[config.mk]
export PLATFORM = sky130hd
export DESIGN_NAME = elc_line_ctrl
export DESIGN_NICKNAME = d
export VERILOG_FILES = /design/src/elc_pkg.sv /design/src/elc_slot_monitor.sv /design/src/elc_line_ctrl.sv
export SDC_FILE = /design/constraint.sdc
export NUM_CORES = 1
export LEC_CHECK = 0
export BUFFER_PORTS_ARGS = -buffer_cell sky130_fd_sc_hd__buf_4
export CORE_ASPECT_RATIO = 2
export CORE_MARGIN = 1
export CORE_UTILIZATION = 33
export DETAILED_ROUTE_END_ITERATION = 8
export SYNTH_ARGS = -nofsm -noshare
export SYNTH_HDL_FRONTEND = slang
export SYNTH_SLANG_ARGS = --single-unit
[constraint.sdc]
create_clock -name pclk -period 2.3 [get_ports pclk]
set_input_delay 0.115 -clock pclk [delete_from_list [all_inputs] [get_ports pclk]]
set_output_delay 0.115 -clock pclk [all_outputs]
set_load 0.01 [all_outputs]
[src/elc_pkg.sv]
// Constants for the E1 line loopback and elastic store control block
package elc_pkg;
  localparam int unsigned PCLK_HZ         = 25000000;
  localparam logic [7:0]  REG_RESET       = 8'h00;
  // Printed offsets are register indices; byte address is four times the index
  localparam logic [7:0]  IDX_LOOP_CTRL   = 8'h14;
  localparam logic [7:0]  IDX_LINE_ESTORE = 8'h15;
  localparam logic [7:0]  IDX_DRV_PATTERN = 8'h16;
  localparam logic [7:0]  IDX_COMMON_SEV  = 8'h1F;
  localparam logic [7:0]  IDX_COMMON_SIX  = 8'h2F;
  localparam logic [7:0]  IDX_SLOT_MON    = 8'h30;
  // Loop control register
  localparam int unsigned BIT_LOCAL_LOOP  = 6;
  // Line and elastic store control register
  localparam int unsigned BIT_LINE_RST    = 7;
  localparam int unsigned BIT_ES_ALIGN    = 6;
  localparam int unsigned BIT_ES_RESET    = 5;
  localparam int unsigned MON_SEL_MSB     = 4;
  localparam int unsigned MON_SEL_LSB     = 0;
  // Line driver and pattern control register
  localparam int unsigned BIT_OPEN_DRAIN  = 7;
  localparam int unsigned BIT_DISC_PAT    = 6;
  localparam int unsigned BIT_SYNC_IF     = 5;
  localparam int unsigned BIT_RX_TERM     = 4;
  localparam int unsigned TX_PAT_MSB      = 3;
  localparam int unsigned TX_PAT_LSB      = 2;
  localparam int unsigned RX_PAT_MSB      = 1;
  localparam int unsigned RX_PAT_LSB      = 0;
  // Common control seven and six
  localparam int unsigned BIT_TX_SYNC     = 0;
  localparam int unsigned BIT_SW_RESET    = 0;
  localparam int unsigned SLOT_W          = 5;
  localparam int unsigned DATA_W          = 8;
endpackage

[src/elc_slot_monitor.sv]
// Receive time slot monitor capture register
`timescale 1ns/10ps
module elc_slot_monitor (
  input  wire logic                          pclk,
  input  wire logic                          presetn,
  input  wire logic                          clear,
  input  wire logic [elc_pkg::SLOT_W-1:0]    slot_sel,
  input  wire logic [elc_pkg::SLOT_W-1:0]    slot_num,
  input  wire logic [elc_pkg::DATA_W-1:0]    slot_data,
  input  wire logic                          slot_valid,
  output logic      [elc_pkg::DATA_W-1:0]    mon_data
);
  typedef struct packed {
    logic [elc_pkg::DATA_W-1:0] data;
  } elc_mon_s;

  elc_mon_s st;
  elc_mon_s next_st;

  always_comb begin
    next_st = st;
    if (clear) begin
      next_st.data = elc_pkg::REG_RESET;
    end else if (slot_valid && slot_num == slot_sel) begin
      next_st.data = slot_data;
    end
  end

  always_ff @(posedge pclk or negedge presetn) begin
    if (!presetn) begin
      st <= '0;
    end else begin
      st <= next_st;
    end
  end

  assign mon_data = st.data;
endmodule

[src/elc_line_ctrl.sv]
// E1 line loopback, elastic store command and line driver control with APB slave
`timescale 1ns/10ps
module elc_line_ctrl (
  input  wire logic        pclk,
  input  wire logic        presetn,
  input  wire logic        psel,
  input  wire logic        penable,
  input  wire logic        pwrite,
  input  wire logic [11:0] paddr,
  input  wire logic [31:0] pwdata,
  output logic      [31:0] prdata,
  output logic             pready,
  output logic             pslverr,
  input  wire logic        tx_pos_in,
  input  wire logic        tx_neg_in,
  input  wire logic        tx_bit_en,
  output logic             line_tx_pos_o,
  output logic             line_tx_pos_oe,
  output logic             line_tx_neg_o,
  output logic             line_tx_neg_oe,
  input  wire logic        line_rx_pos,
  input  wire logic        line_rx_neg,
  output logic             ja_in_pos,
  output logic             ja_in_neg,
  input  wire logic        ja_out_pos,
  input  wire logic        ja_out_neg,
  output logic             rx_pos_out,
  output logic             rx_neg_out,
  input  wire logic        estore_sep_lt_half,
  output logic             line_side_reset_pulse,
  output logic             estore_align_pulse,
  output logic             estore_reset_pulse,
  output logic             rx_term_75,
  output logic             tx_sync_mode,
  output logic             rx_sync_mode,
  output logic [1:0]       tx_pattern_mode,
  output logic [1:0]       rx_pattern_mode,
  input  wire logic [4:0]  rx_slot_num,
  input  wire logic [7:0]  rx_slot_data,
  input  wire logic        rx_slot_valid
);
  typedef struct packed {
    logic        local_loop_enable;
    logic [7:0]  line_and_elastic_store_control;
    logic [7:0]  line_driver_and_pattern_control;
    logic        tx_sync_signal_sel;
    logic        sw_reset;
    logic [31:0] rdata;
    logic        ready;
    logic        slverr;
    logic        lrst_p;
    logic        align_p;
    logic        esrst_p;
    logic        txp;
    logic        txn;
    logic        txp_oe;
    logic        txn_oe;
    logic        jap;
    logic        jan;
    logic        rxp;
    logic        rxn;
    logic        pat_bit;
    logic        pat_pol;
    logic        term;
    logic        txsync;
    logic        rxsync;
    logic [1:0]  txpat;
    logic [1:0]  rxpat;
  } elc_state_s;

  elc_state_s st;
  elc_state_s next_st;
  logic [7:0] mon_data;
  logic [7:0] idx;
  logic       acc;
  logic       wr;
  logic       mapped;
  logic       sw_clear;
  logic       cur_p;
  logic       cur_n;
  logic       pos_drv;
  logic       neg_drv;
  logic [7:0] c4;
  logic [7:0] c5;

  assign idx = paddr[9:2];
  assign acc = psel && penable && st.ready;
  assign wr  = acc && pwrite && !st.slverr;

  // Clear pulse reaches the monitor register too
  assign sw_clear = wr && idx == elc_pkg::IDX_COMMON_SIX && pwdata[elc_pkg::BIT_SW_RESET] && !st.sw_reset;

  elc_slot_monitor u_mon (
    .pclk       (pclk),
    .presetn    (presetn),
    .clear      (sw_clear),
    .slot_sel   (st.line_and_elastic_store_control[elc_pkg::MON_SEL_MSB:elc_pkg::MON_SEL_LSB]),
    .slot_num   (rx_slot_num),
    .slot_data  (rx_slot_data),
    .slot_valid (rx_slot_valid),
    .mon_data   (mon_data)
  );

  always_comb begin
    next_st = st;
    mapped  = (paddr[1:0] == 2'h0) && (paddr[11:10] == 2'h0) &&
              (idx == elc_pkg::IDX_LOOP_CTRL || idx == elc_pkg::IDX_LINE_ESTORE ||
               idx == elc_pkg::IDX_DRV_PATTERN || idx == elc_pkg::IDX_COMMON_SEV ||
               idx == elc_pkg::IDX_COMMON_SIX || idx == elc_pkg::IDX_SLOT_MON);
    // One wait-free access phase: answer registered during setup
    next_st.ready  = psel && !penable && !st.ready;
    next_st.slverr = psel && !penable && !st.ready && !mapped;
    if (psel && !penable) begin
      next_st.rdata = 32'h0000_0000;
      // Refused addresses read as zero, never as an aliased register
      if (!pwrite && mapped) begin
        unique case (idx)
          elc_pkg::IDX_LOOP_CTRL:   next_st.rdata[elc_pkg::BIT_LOCAL_LOOP] = st.local_loop_enable;
          elc_pkg::IDX_LINE_ESTORE: next_st.rdata[7:0] = st.line_and_elastic_store_control;
          elc_pkg::IDX_DRV_PATTERN: next_st.rdata[7:0] = st.line_driver_and_pattern_control;
          elc_pkg::IDX_COMMON_SEV:  next_st.rdata[elc_pkg::BIT_TX_SYNC] = st.tx_sync_signal_sel;
          elc_pkg::IDX_COMMON_SIX:  next_st.rdata[elc_pkg::BIT_SW_RESET] = st.sw_reset;
          elc_pkg::IDX_SLOT_MON:    next_st.rdata[7:0] = mon_data;
          default:                  next_st.rdata = 32'h0000_0000;
        endcase
      end
    end
    next_st.lrst_p  = 1'b0;
    next_st.align_p = 1'b0;
    next_st.esrst_p = 1'b0;
    if (wr) begin
      unique case (idx)
        elc_pkg::IDX_LOOP_CTRL:   next_st.local_loop_enable = pwdata[elc_pkg::BIT_LOCAL_LOOP];
        elc_pkg::IDX_LINE_ESTORE: begin
          // Written value against stored value gives the rising edge
          next_st.lrst_p  = pwdata[elc_pkg::BIT_LINE_RST] &&
                            !st.line_and_elastic_store_control[elc_pkg::BIT_LINE_RST];
          next_st.align_p = pwdata[elc_pkg::BIT_ES_ALIGN] && estore_sep_lt_half &&
                            !st.line_and_elastic_store_control[elc_pkg::BIT_ES_ALIGN];
          next_st.esrst_p = pwdata[elc_pkg::BIT_ES_RESET] &&
                            !st.line_and_elastic_store_control[elc_pkg::BIT_ES_RESET];
          next_st.line_and_elastic_store_control = pwdata[7:0];
        end
        elc_pkg::IDX_DRV_PATTERN: next_st.line_driver_and_pattern_control = pwdata[7:0];
        elc_pkg::IDX_COMMON_SEV:  next_st.tx_sync_signal_sel = pwdata[elc_pkg::BIT_TX_SYNC];
        elc_pkg::IDX_COMMON_SIX:  next_st.sw_reset = pwdata[elc_pkg::BIT_SW_RESET];
        default: begin
        end
      endcase
    end
    if (sw_clear) begin
      // Clears the reset bit itself, so the next write of one fires again
      next_st.local_loop_enable               = 1'b0;
      next_st.line_and_elastic_store_control  = elc_pkg::REG_RESET;
      next_st.line_driver_and_pattern_control = elc_pkg::REG_RESET;
      next_st.tx_sync_signal_sel              = 1'b0;
      next_st.sw_reset                        = 1'b0;
    end
    c4 = st.line_and_elastic_store_control;
    c5 = st.line_driver_and_pattern_control;
    // Disconnect pattern: ones alternate polarity as line coding requires
    if (tx_bit_en) begin
      next_st.pat_bit = !st.pat_bit;
      if (!st.pat_bit) begin
        next_st.pat_pol = !st.pat_pol;
      end
    end
    cur_p = c5[elc_pkg::BIT_DISC_PAT] ? (!st.pat_bit && !st.pat_pol) : tx_pos_in;
    cur_n = c5[elc_pkg::BIT_DISC_PAT] ? (!st.pat_bit && st.pat_pol) : tx_neg_in;
    // Transmit continues unchanged in loopback
    next_st.txp    = cur_p;
    next_st.txn    = cur_n;
    pos_drv        = !c5[elc_pkg::BIT_OPEN_DRAIN] || cur_p;
    neg_drv        = !c5[elc_pkg::BIT_OPEN_DRAIN] || cur_n;
    next_st.txp_oe = pos_drv;
    next_st.txn_oe = neg_drv;
    // Jitter attenuator sits in the loop path; its latency is outside this block
    next_st.jap = tx_pos_in;
    next_st.jan = tx_neg_in;
    next_st.rxp = st.local_loop_enable ? ja_out_pos : line_rx_pos;
    next_st.rxn = st.local_loop_enable ? ja_out_neg : line_rx_neg;
    next_st.term   = c5[elc_pkg::BIT_RX_TERM];
    next_st.txsync = c5[elc_pkg::BIT_SYNC_IF] ^ st.tx_sync_signal_sel;
    next_st.rxsync = c5[elc_pkg::BIT_SYNC_IF];
    next_st.txpat  = c5[elc_pkg::TX_PAT_MSB:elc_pkg::TX_PAT_LSB];
    next_st.rxpat  = c5[elc_pkg::RX_PAT_MSB:elc_pkg::RX_PAT_LSB];
  end

  always_ff @(posedge pclk or negedge presetn) begin
    if (!presetn) begin
      st <= '0;
    end else begin
      st <= next_st;
    end
  end

  assign prdata                = st.rdata;
  assign pready                = st.ready;
  assign pslverr               = st.slverr;
  assign line_tx_pos_o         = st.txp;
  assign line_tx_neg_o         = st.txn;
  assign line_tx_pos_oe        = st.txp_oe;
  assign line_tx_neg_oe        = st.txn_oe;
  assign ja_in_pos             = st.jap;
  assign ja_in_neg             = st.jan;
  assign rx_pos_out            = st.rxp;
  assign rx_neg_out            = st.rxn;
  assign line_side_reset_pulse = st.lrst_p;
  assign estore_align_pulse    = st.align_p;
  assign estore_reset_pulse    = st.esrst_p;
  assign rx_term_75            = st.term;
  assign tx_sync_mode          = st.txsync;
  assign rx_sync_mode          = st.rxsync;
  assign tx_pattern_mode       = st.txpat;
  assign rx_pattern_mode       = st.rxpat;
endmodule

# ---- Word-level counts from Yosys, hierarchy flattened
# Cells that the tools add are included.
dict set report totals {
  inputBits 71
  reg_bits 81
  word_cells 110
  out_inout_bits 52
}
dict set report op_classes {
  n_reduce_logical 54
  bitwise 2
  eq_ne 7
  mux 20
}
# operator n
set op_table {}
lappend op_table {{$mux W8} 5}
lappend op_table {{$mux W19} 2}
lappend op_table {{$eq A8 B5 Y1 const B} 4}
lappend op_table {{$logic_and A1 B1 Y1} 20}
lappend op_table {{$eq A8 B6 Y1 const B} 2}
lappend op_table {{$pmux W5 S3} 1}
lappend op_table {{$reduce_bool A2 Y1} 7}
lappend op_table {{$logic_not A1 Y1} 12}
lappend op_table {{$reduce_and A2 Y1} 6}
lappend op_table {{$logic_or A1 B1 Y1} 7}
lappend op_table {{$mux W1} 7}
lappend op_table {{$mux W3} 2}
lappend op_table {{$eq A5 B5 Y1} 1}
lappend op_table {{$pmux W1 S5} 1}
lappend op_table {{$logic_not A2 Y1} 2}
lappend op_table {{$pmux W1 S4} 1}
lappend op_table {{$pmux W1 S3} 1}
lappend op_table {{$not A1 Y1} 1}
lappend op_table {{$xor A1 B1 Y1} 1}

# ---- Logic depth before layout (Yosys ltp)
dict set report logic_depth {
  ltp_word 9
  mapped_depth 7
  depth_no_buf 5
}

# ---- By module
# From an unflattened synthesis, not the netlist that was laid out.
dict set report unflattened {
  cells_unflattened 267
  hier_area_um2 2975.4
}
# module instances cells_each area_each_um2
set by_module_without_submodules {}
lappend by_module_without_submodules {elc_line_ctrl 1 226 2523.7}
lappend by_module_without_submodules {elc_slot_monitor 1 41 451.7}

# ---- Least setup slack after synthesis
# No wires, ideal clock.
dict set report synth_path {
  path_kind {register to register}
  startpoint {reg st, in the netlist pready}
  endpoint {reg st, in the netlist c5[2]}
  path_stages_with_launch 6
  synth_period_minus_slack_ns 1.782
  required_ns 2.179
  setup_time_ns 0.121
  n_path_buf 1
  arrival_time_ns 1.661
  setup_slack_ns 0.518
  cell_sequence {dfrtp_1 > nand4_1 > or4_4 > nor4b_4 > buf_6 > a21oi_1}
}
dict set report synth_via {
  elab_chain_cells 8
}
# item line
set synth_rtl {}
lappend synth_rtl {{start: declaration} elc_line_ctrl.sv:71} ;# elc_state_s st;
lappend synth_rtl {{start signal: assignment} elc_line_ctrl.sv:193} ;# st <= next_st;
lappend synth_rtl {{$logic_and A1 B1 Y1 (*)} elc_line_ctrl.sv:87} ;# assign acc = psel && penable && st.ready;
lappend synth_rtl {{$logic_and A1 B1 Y1 (*) (2 in a row)} elc_line_ctrl.sv:88} ;# assign wr = acc && pwrite && !st.slverr;
lappend synth_rtl {{$logic_and A1 B1 Y1 (3 in a row)} elc_line_ctrl.sv:91} ;# assign sw_clear = wr && idx == elc_pkg::IDX_COMMON_SIX && pwdata[elc_pkg::BIT_SW_RESET] && !st.sw_reset;
lappend synth_rtl {{$reduce_bool A2 Y1 (no source line)} -}
lappend synth_rtl {{$reduce_and A2 Y1 (no source line)} -}
# Mark *: on every way between the ends. The rest lies on a longest branch, timed or not.
# A chain may end at the register's enable or synchronous reset.

# ---- Worst setup path after layout
dict set report layout_path {
  startpoint {reg st, in the netlist pready}
  endpoint {reg u_mon.st, in the netlist u_mon.mon_data[2]}
}
dict set report layout_via {
  elab_chain_cells 7
}
# item line
set layout_rtl {}
lappend layout_rtl {{$logic_and A1 B1 Y1 (*)} elc_line_ctrl.sv:87}
lappend layout_rtl {{$logic_and A1 B1 Y1 (*) (2 in a row)} elc_line_ctrl.sv:88}
lappend layout_rtl {{$logic_and A1 B1 Y1 (*) (3 in a row)} elc_line_ctrl.sv:91}
lappend layout_rtl {{$mux W8 or $reduce_bool A2 Y1 (tied branches)} -}
lappend layout_rtl {{end signal: assignment} elc_slot_monitor.sv:33} ;# st <= next_st;
lappend layout_rtl {{end: declaration} elc_slot_monitor.sv:17} ;# elc_mon_s st;
# Marks and branches as above.

==> impl_metrics.tcl <==
set metrics [dict create \
    diodes 0 \
    grt_max_degree 58 \
    path_clk_slew_ns 0.05 \
    wl_mm 6.523 \
    crit_slowest_cell "or4_4" \
    r2r_start "pready" \
    synthesis.area_sq_mm 0.002897 \
    skew_ns 0.003182 \
    cts-resized-gates 0 \
    rrSetupSlack_ns 0.36 \
    globalRouteOverflowTotal 0 \
    fmax_mhz 514.7 \
    yosys_warnings 0 \
    cts_setup_buffers 0 \
    syn_to_final_growth_pct 27.47 \
    reg2reg_depth 5 \
    period_share_pct 84.48 \
    place_area_sq_mm 0.003336 \
    ys_ff_latch 57 \
    crit_family "simple AND/OR/NAND/NOR gates" \
    drive_above_1_share_pct 31.03 \
    start_util_pct 33.73 \
    yosysSeqAreaShare_pct 49.24 \
    path_cells "nand4_1 -> or4_4 -> nor4b_4 -> buf_4 -> nor2_1" \
    hold_start "pwdata[7]" \
    drv_slew 0 \
    clk_latency_ns 0.32 \
    worst-path-max-fanout 12 \
    status "finished clean" \
    synthFlopType "dfrtp_1" \
    hold_slack_ns 0.01615 \
    fp-row-count 48 \
    powerDensity_mw_per_mm2 730.8 \
    fp.dieW_um 68.25 \
    nets 414 \
    gp_congestion 0.8673 \
    core-area_sq_mm 0.008588 \
    wl_per_cell_um 14.56 \
    grt.total_usage_pct 15.69 \
    regArea_sq_mm 0.001426 \
    max_slew_margin_pct 52.19 \
    critical_path_depth 5 \
    rsz0062_at_grt "no" \
    ant_nets 0 \
    grt_pass1_wl_mm 10.39 \
    critical_path_buf_inv_count 1 \
    multi_input_area_sq_mm 0.001184 \
    die-area_sq_mm 0.009179 \
    root_buffer "clkbuf_16" \
    portBuffers 74 \
    tightest_slew_ns 0.7171 \
    grt_pass1_vias 2089 \
    antenna_found_initial 0 \
    cts_max_level 3 \
    dr.pass1.iters 4 \
    dpl.hpwl_mm 5.054 \
    path_class "reg2reg" \
    hold_class "in2reg" \
    synth_area_per_cell_sq_um 10.49 \
    ys_types 48 \
    finalSetupViolations 0 \
    drc_errors 0 \
    dp_slack_ns 0.3535 \
    cp-start-kind "flop" \
    die_y_um 134.5 \
    synthArstFlopShare_pct 100.0 \
    layout_setup_ws_ns 0.3571 \
    hold_depth 3 \
    crit_start "pready" \
    fillers 827 \
    synth_cells 276 \
    synth_edf_count 0 \
    cts_buffers 9 \
    initialDrtViolationCount 67 \
    p_leak_nw 1.764 \
    cp_data_arrival_time_ns 2.15 \
    endpoint_kind "flop" \
    vias_per_cell 4.641 \
    ios 123 \
    cpPeakStageDelay_ns 0.58 \
    cp.required_ns 2.51 \
    cts_sinks 57 \
    cts_tree "done" \
    setup_tns_ns 0 \
    cts_buffer_depth 2 \
    vias 2079 \
    hold_viol 0 \
    peakVddDrop_mv 0.3607 \
    p_total_mw 2.698 \
    drv_cap 0 \
    fin_area_sq_mm 0.003692 \
    post-route-min-period_ns 1.943 \
]
==> synthesized netlist by cell type (all sizes together), types with 2 or more instances <==
| cell type | number | area [sq um] |
|---|---|---|
| nor2b | 2 | 12.51 |
| nor3b | 2 | 15.01 |
| xor2 | 6 | 52.55 |
| nand4 | 3 | 18.77 |
| nand2 | 41 | 161.4 |
| nor4 | 2 | 12.51 |
| clkbuf | 6 | 32.53 |
| and4b | 2 | 20.02 |
| a31oi | 2 | 12.51 |
| a21oi | 15 | 86.34 |
| nor4b | 3 | 56.31 |
| nand2b | 3 | 18.77 |
| mux2 | 3 | 33.78 |
| and2 | 3 | 18.77 |
| or2 | 3 | 18.77 |
| nand3b | 5 | 37.54 |
| xnor2 | 3 | 26.28 |
| nor2 | 17 | 63.81 |
| a22o | 18 | 157.7 |
| buf | 43 | 325.3 |
| nor3 | 3 | 15.01 |
| and3 | 2 | 12.51 |
| inv | 4 | 15.01 |
| dfrtp | 57 | 1426 |
| mux2i | 10 | 100.1 |
| o21ai | 3 | 15.01 |
==> worst register-to-register path, cell delays in order, from the launching register on <==
cell	delay [ns]
dfrtp_1	0.37
nand4_1	0.13
or4_4	0.58
nor4b_4	0.41
buf_4	0.27
nor2_1	0.07
==> what timing repair did <==
action                                  in CTS  in global routing
hold endpoints to repair                    60                  0
endpoints found under the setup margin       0                  0
hold buffers                                 4                  0
==> kinds of logic after synthesis <==
kind of cell | Yosys count | synth area share, %
and+or+nand+nor | 94 | 17.97
DFF | 57 | 49.24
buffers and inverters | 53 | 12.87
AOI/OAI and AO/OA | 49 | 12.44
muxes | 13 | 4.622
xor gates and xnor gates | 9 | 2.722
other | 1 | 0.1295
==> cell type report <==
class / count / share of cell area [%]
clock buffers: 12 / 7.218
clock inverters: 4 / 1.355
inverters: 4 / 0.4066
multi-input cells: 189 / 32.06
flip-flops and latches: 57 / 38.63
well taps: 100 / 3.389
repair buffers: 82 / 16.94
==> metal layers <==
metal  GRT usage [%]  vias up  routed length [um]
met4           8.565        0                 159
met3           3.547        9                 245
li1                -     1034                   -
met5               0        -                   0
met2           27.29       67                3693
met1           16.65      969                2423
==> metrics by stage <==
step                cells  utilization (%)
floorplan             299                -
CTS                   448            42.99
global placement      428            38.84
detailed placement    428            38.84
finish                448            42.99
global route          448            42.99
==> worst paths after layout <==
path                                           end
worst max register to register   u_mon.mon_data[2]
min in group asynchronous                    c5[4]
worst min register to register  rx_pattern_mode[1]
worst max-delay path             u_mon.mon_data[2]
max in group asynchronous                  pslverr
worst min-delay path                         c4[7]
==> flip-flops by register name, summed over array words and instances (netlist names) <==
name	count
line_tx_neg_o	1
rx_pos_out	1
u_mon.mon_data	8
pslverr	1
line_side_reset_pulse	1
line_tx_neg_oe	1
rx_term_75	1
prdata	8
rx_pattern_mode	2
c4	8
ja_in_pos	1
pready	1
tx_pattern_mode	2
line_tx_pos_oe	1
tx_sync_mode	1
rx_neg_out	1
c5	8
estore_reset_pulse	1
line_tx_pos_o	1
estore_align_pulse	1
rx_sync_mode	1
st	5
ja_in_neg	1
==> power by group <==
group          switching [mW]  internal (mW)
combinational           0.121          0.118
clock                   0.435          0.923
sequential             0.0427           1.06
total                   0.598           2.10
==> layout by cell type (no fill, tap or decap), types with 2 or more instances in the layout <==
cell / n
nor2_1: 17
and4b_1: 2
conb_1: 24
and3_1: 2
or2_2: 3
a31oi_1: 2
nand2_1: 40
xor2_1: 6
a22o_1: 18
xnor2_1: 3
nor3b_1: 2
nor4b_4: 2
o21ai_0: 3
and2_1: 3
dfrtp_1: 57
a21oi_1: 12
nor3_1: 3
nand4_1: 3
clkinvlp_4: 2
nand3b_1: 5
clkbuf_8: 3
nor4_1: 2
a21oi_2: 3
dlygate4sd3_1: 4
mux2i_1: 10
nand2b_1: 3
inv_1: 4
mux2_2: 3
clkbuf_16: 9
nor2b_1: 2
buf_4: 78
(Power assumes the default switching activity.)
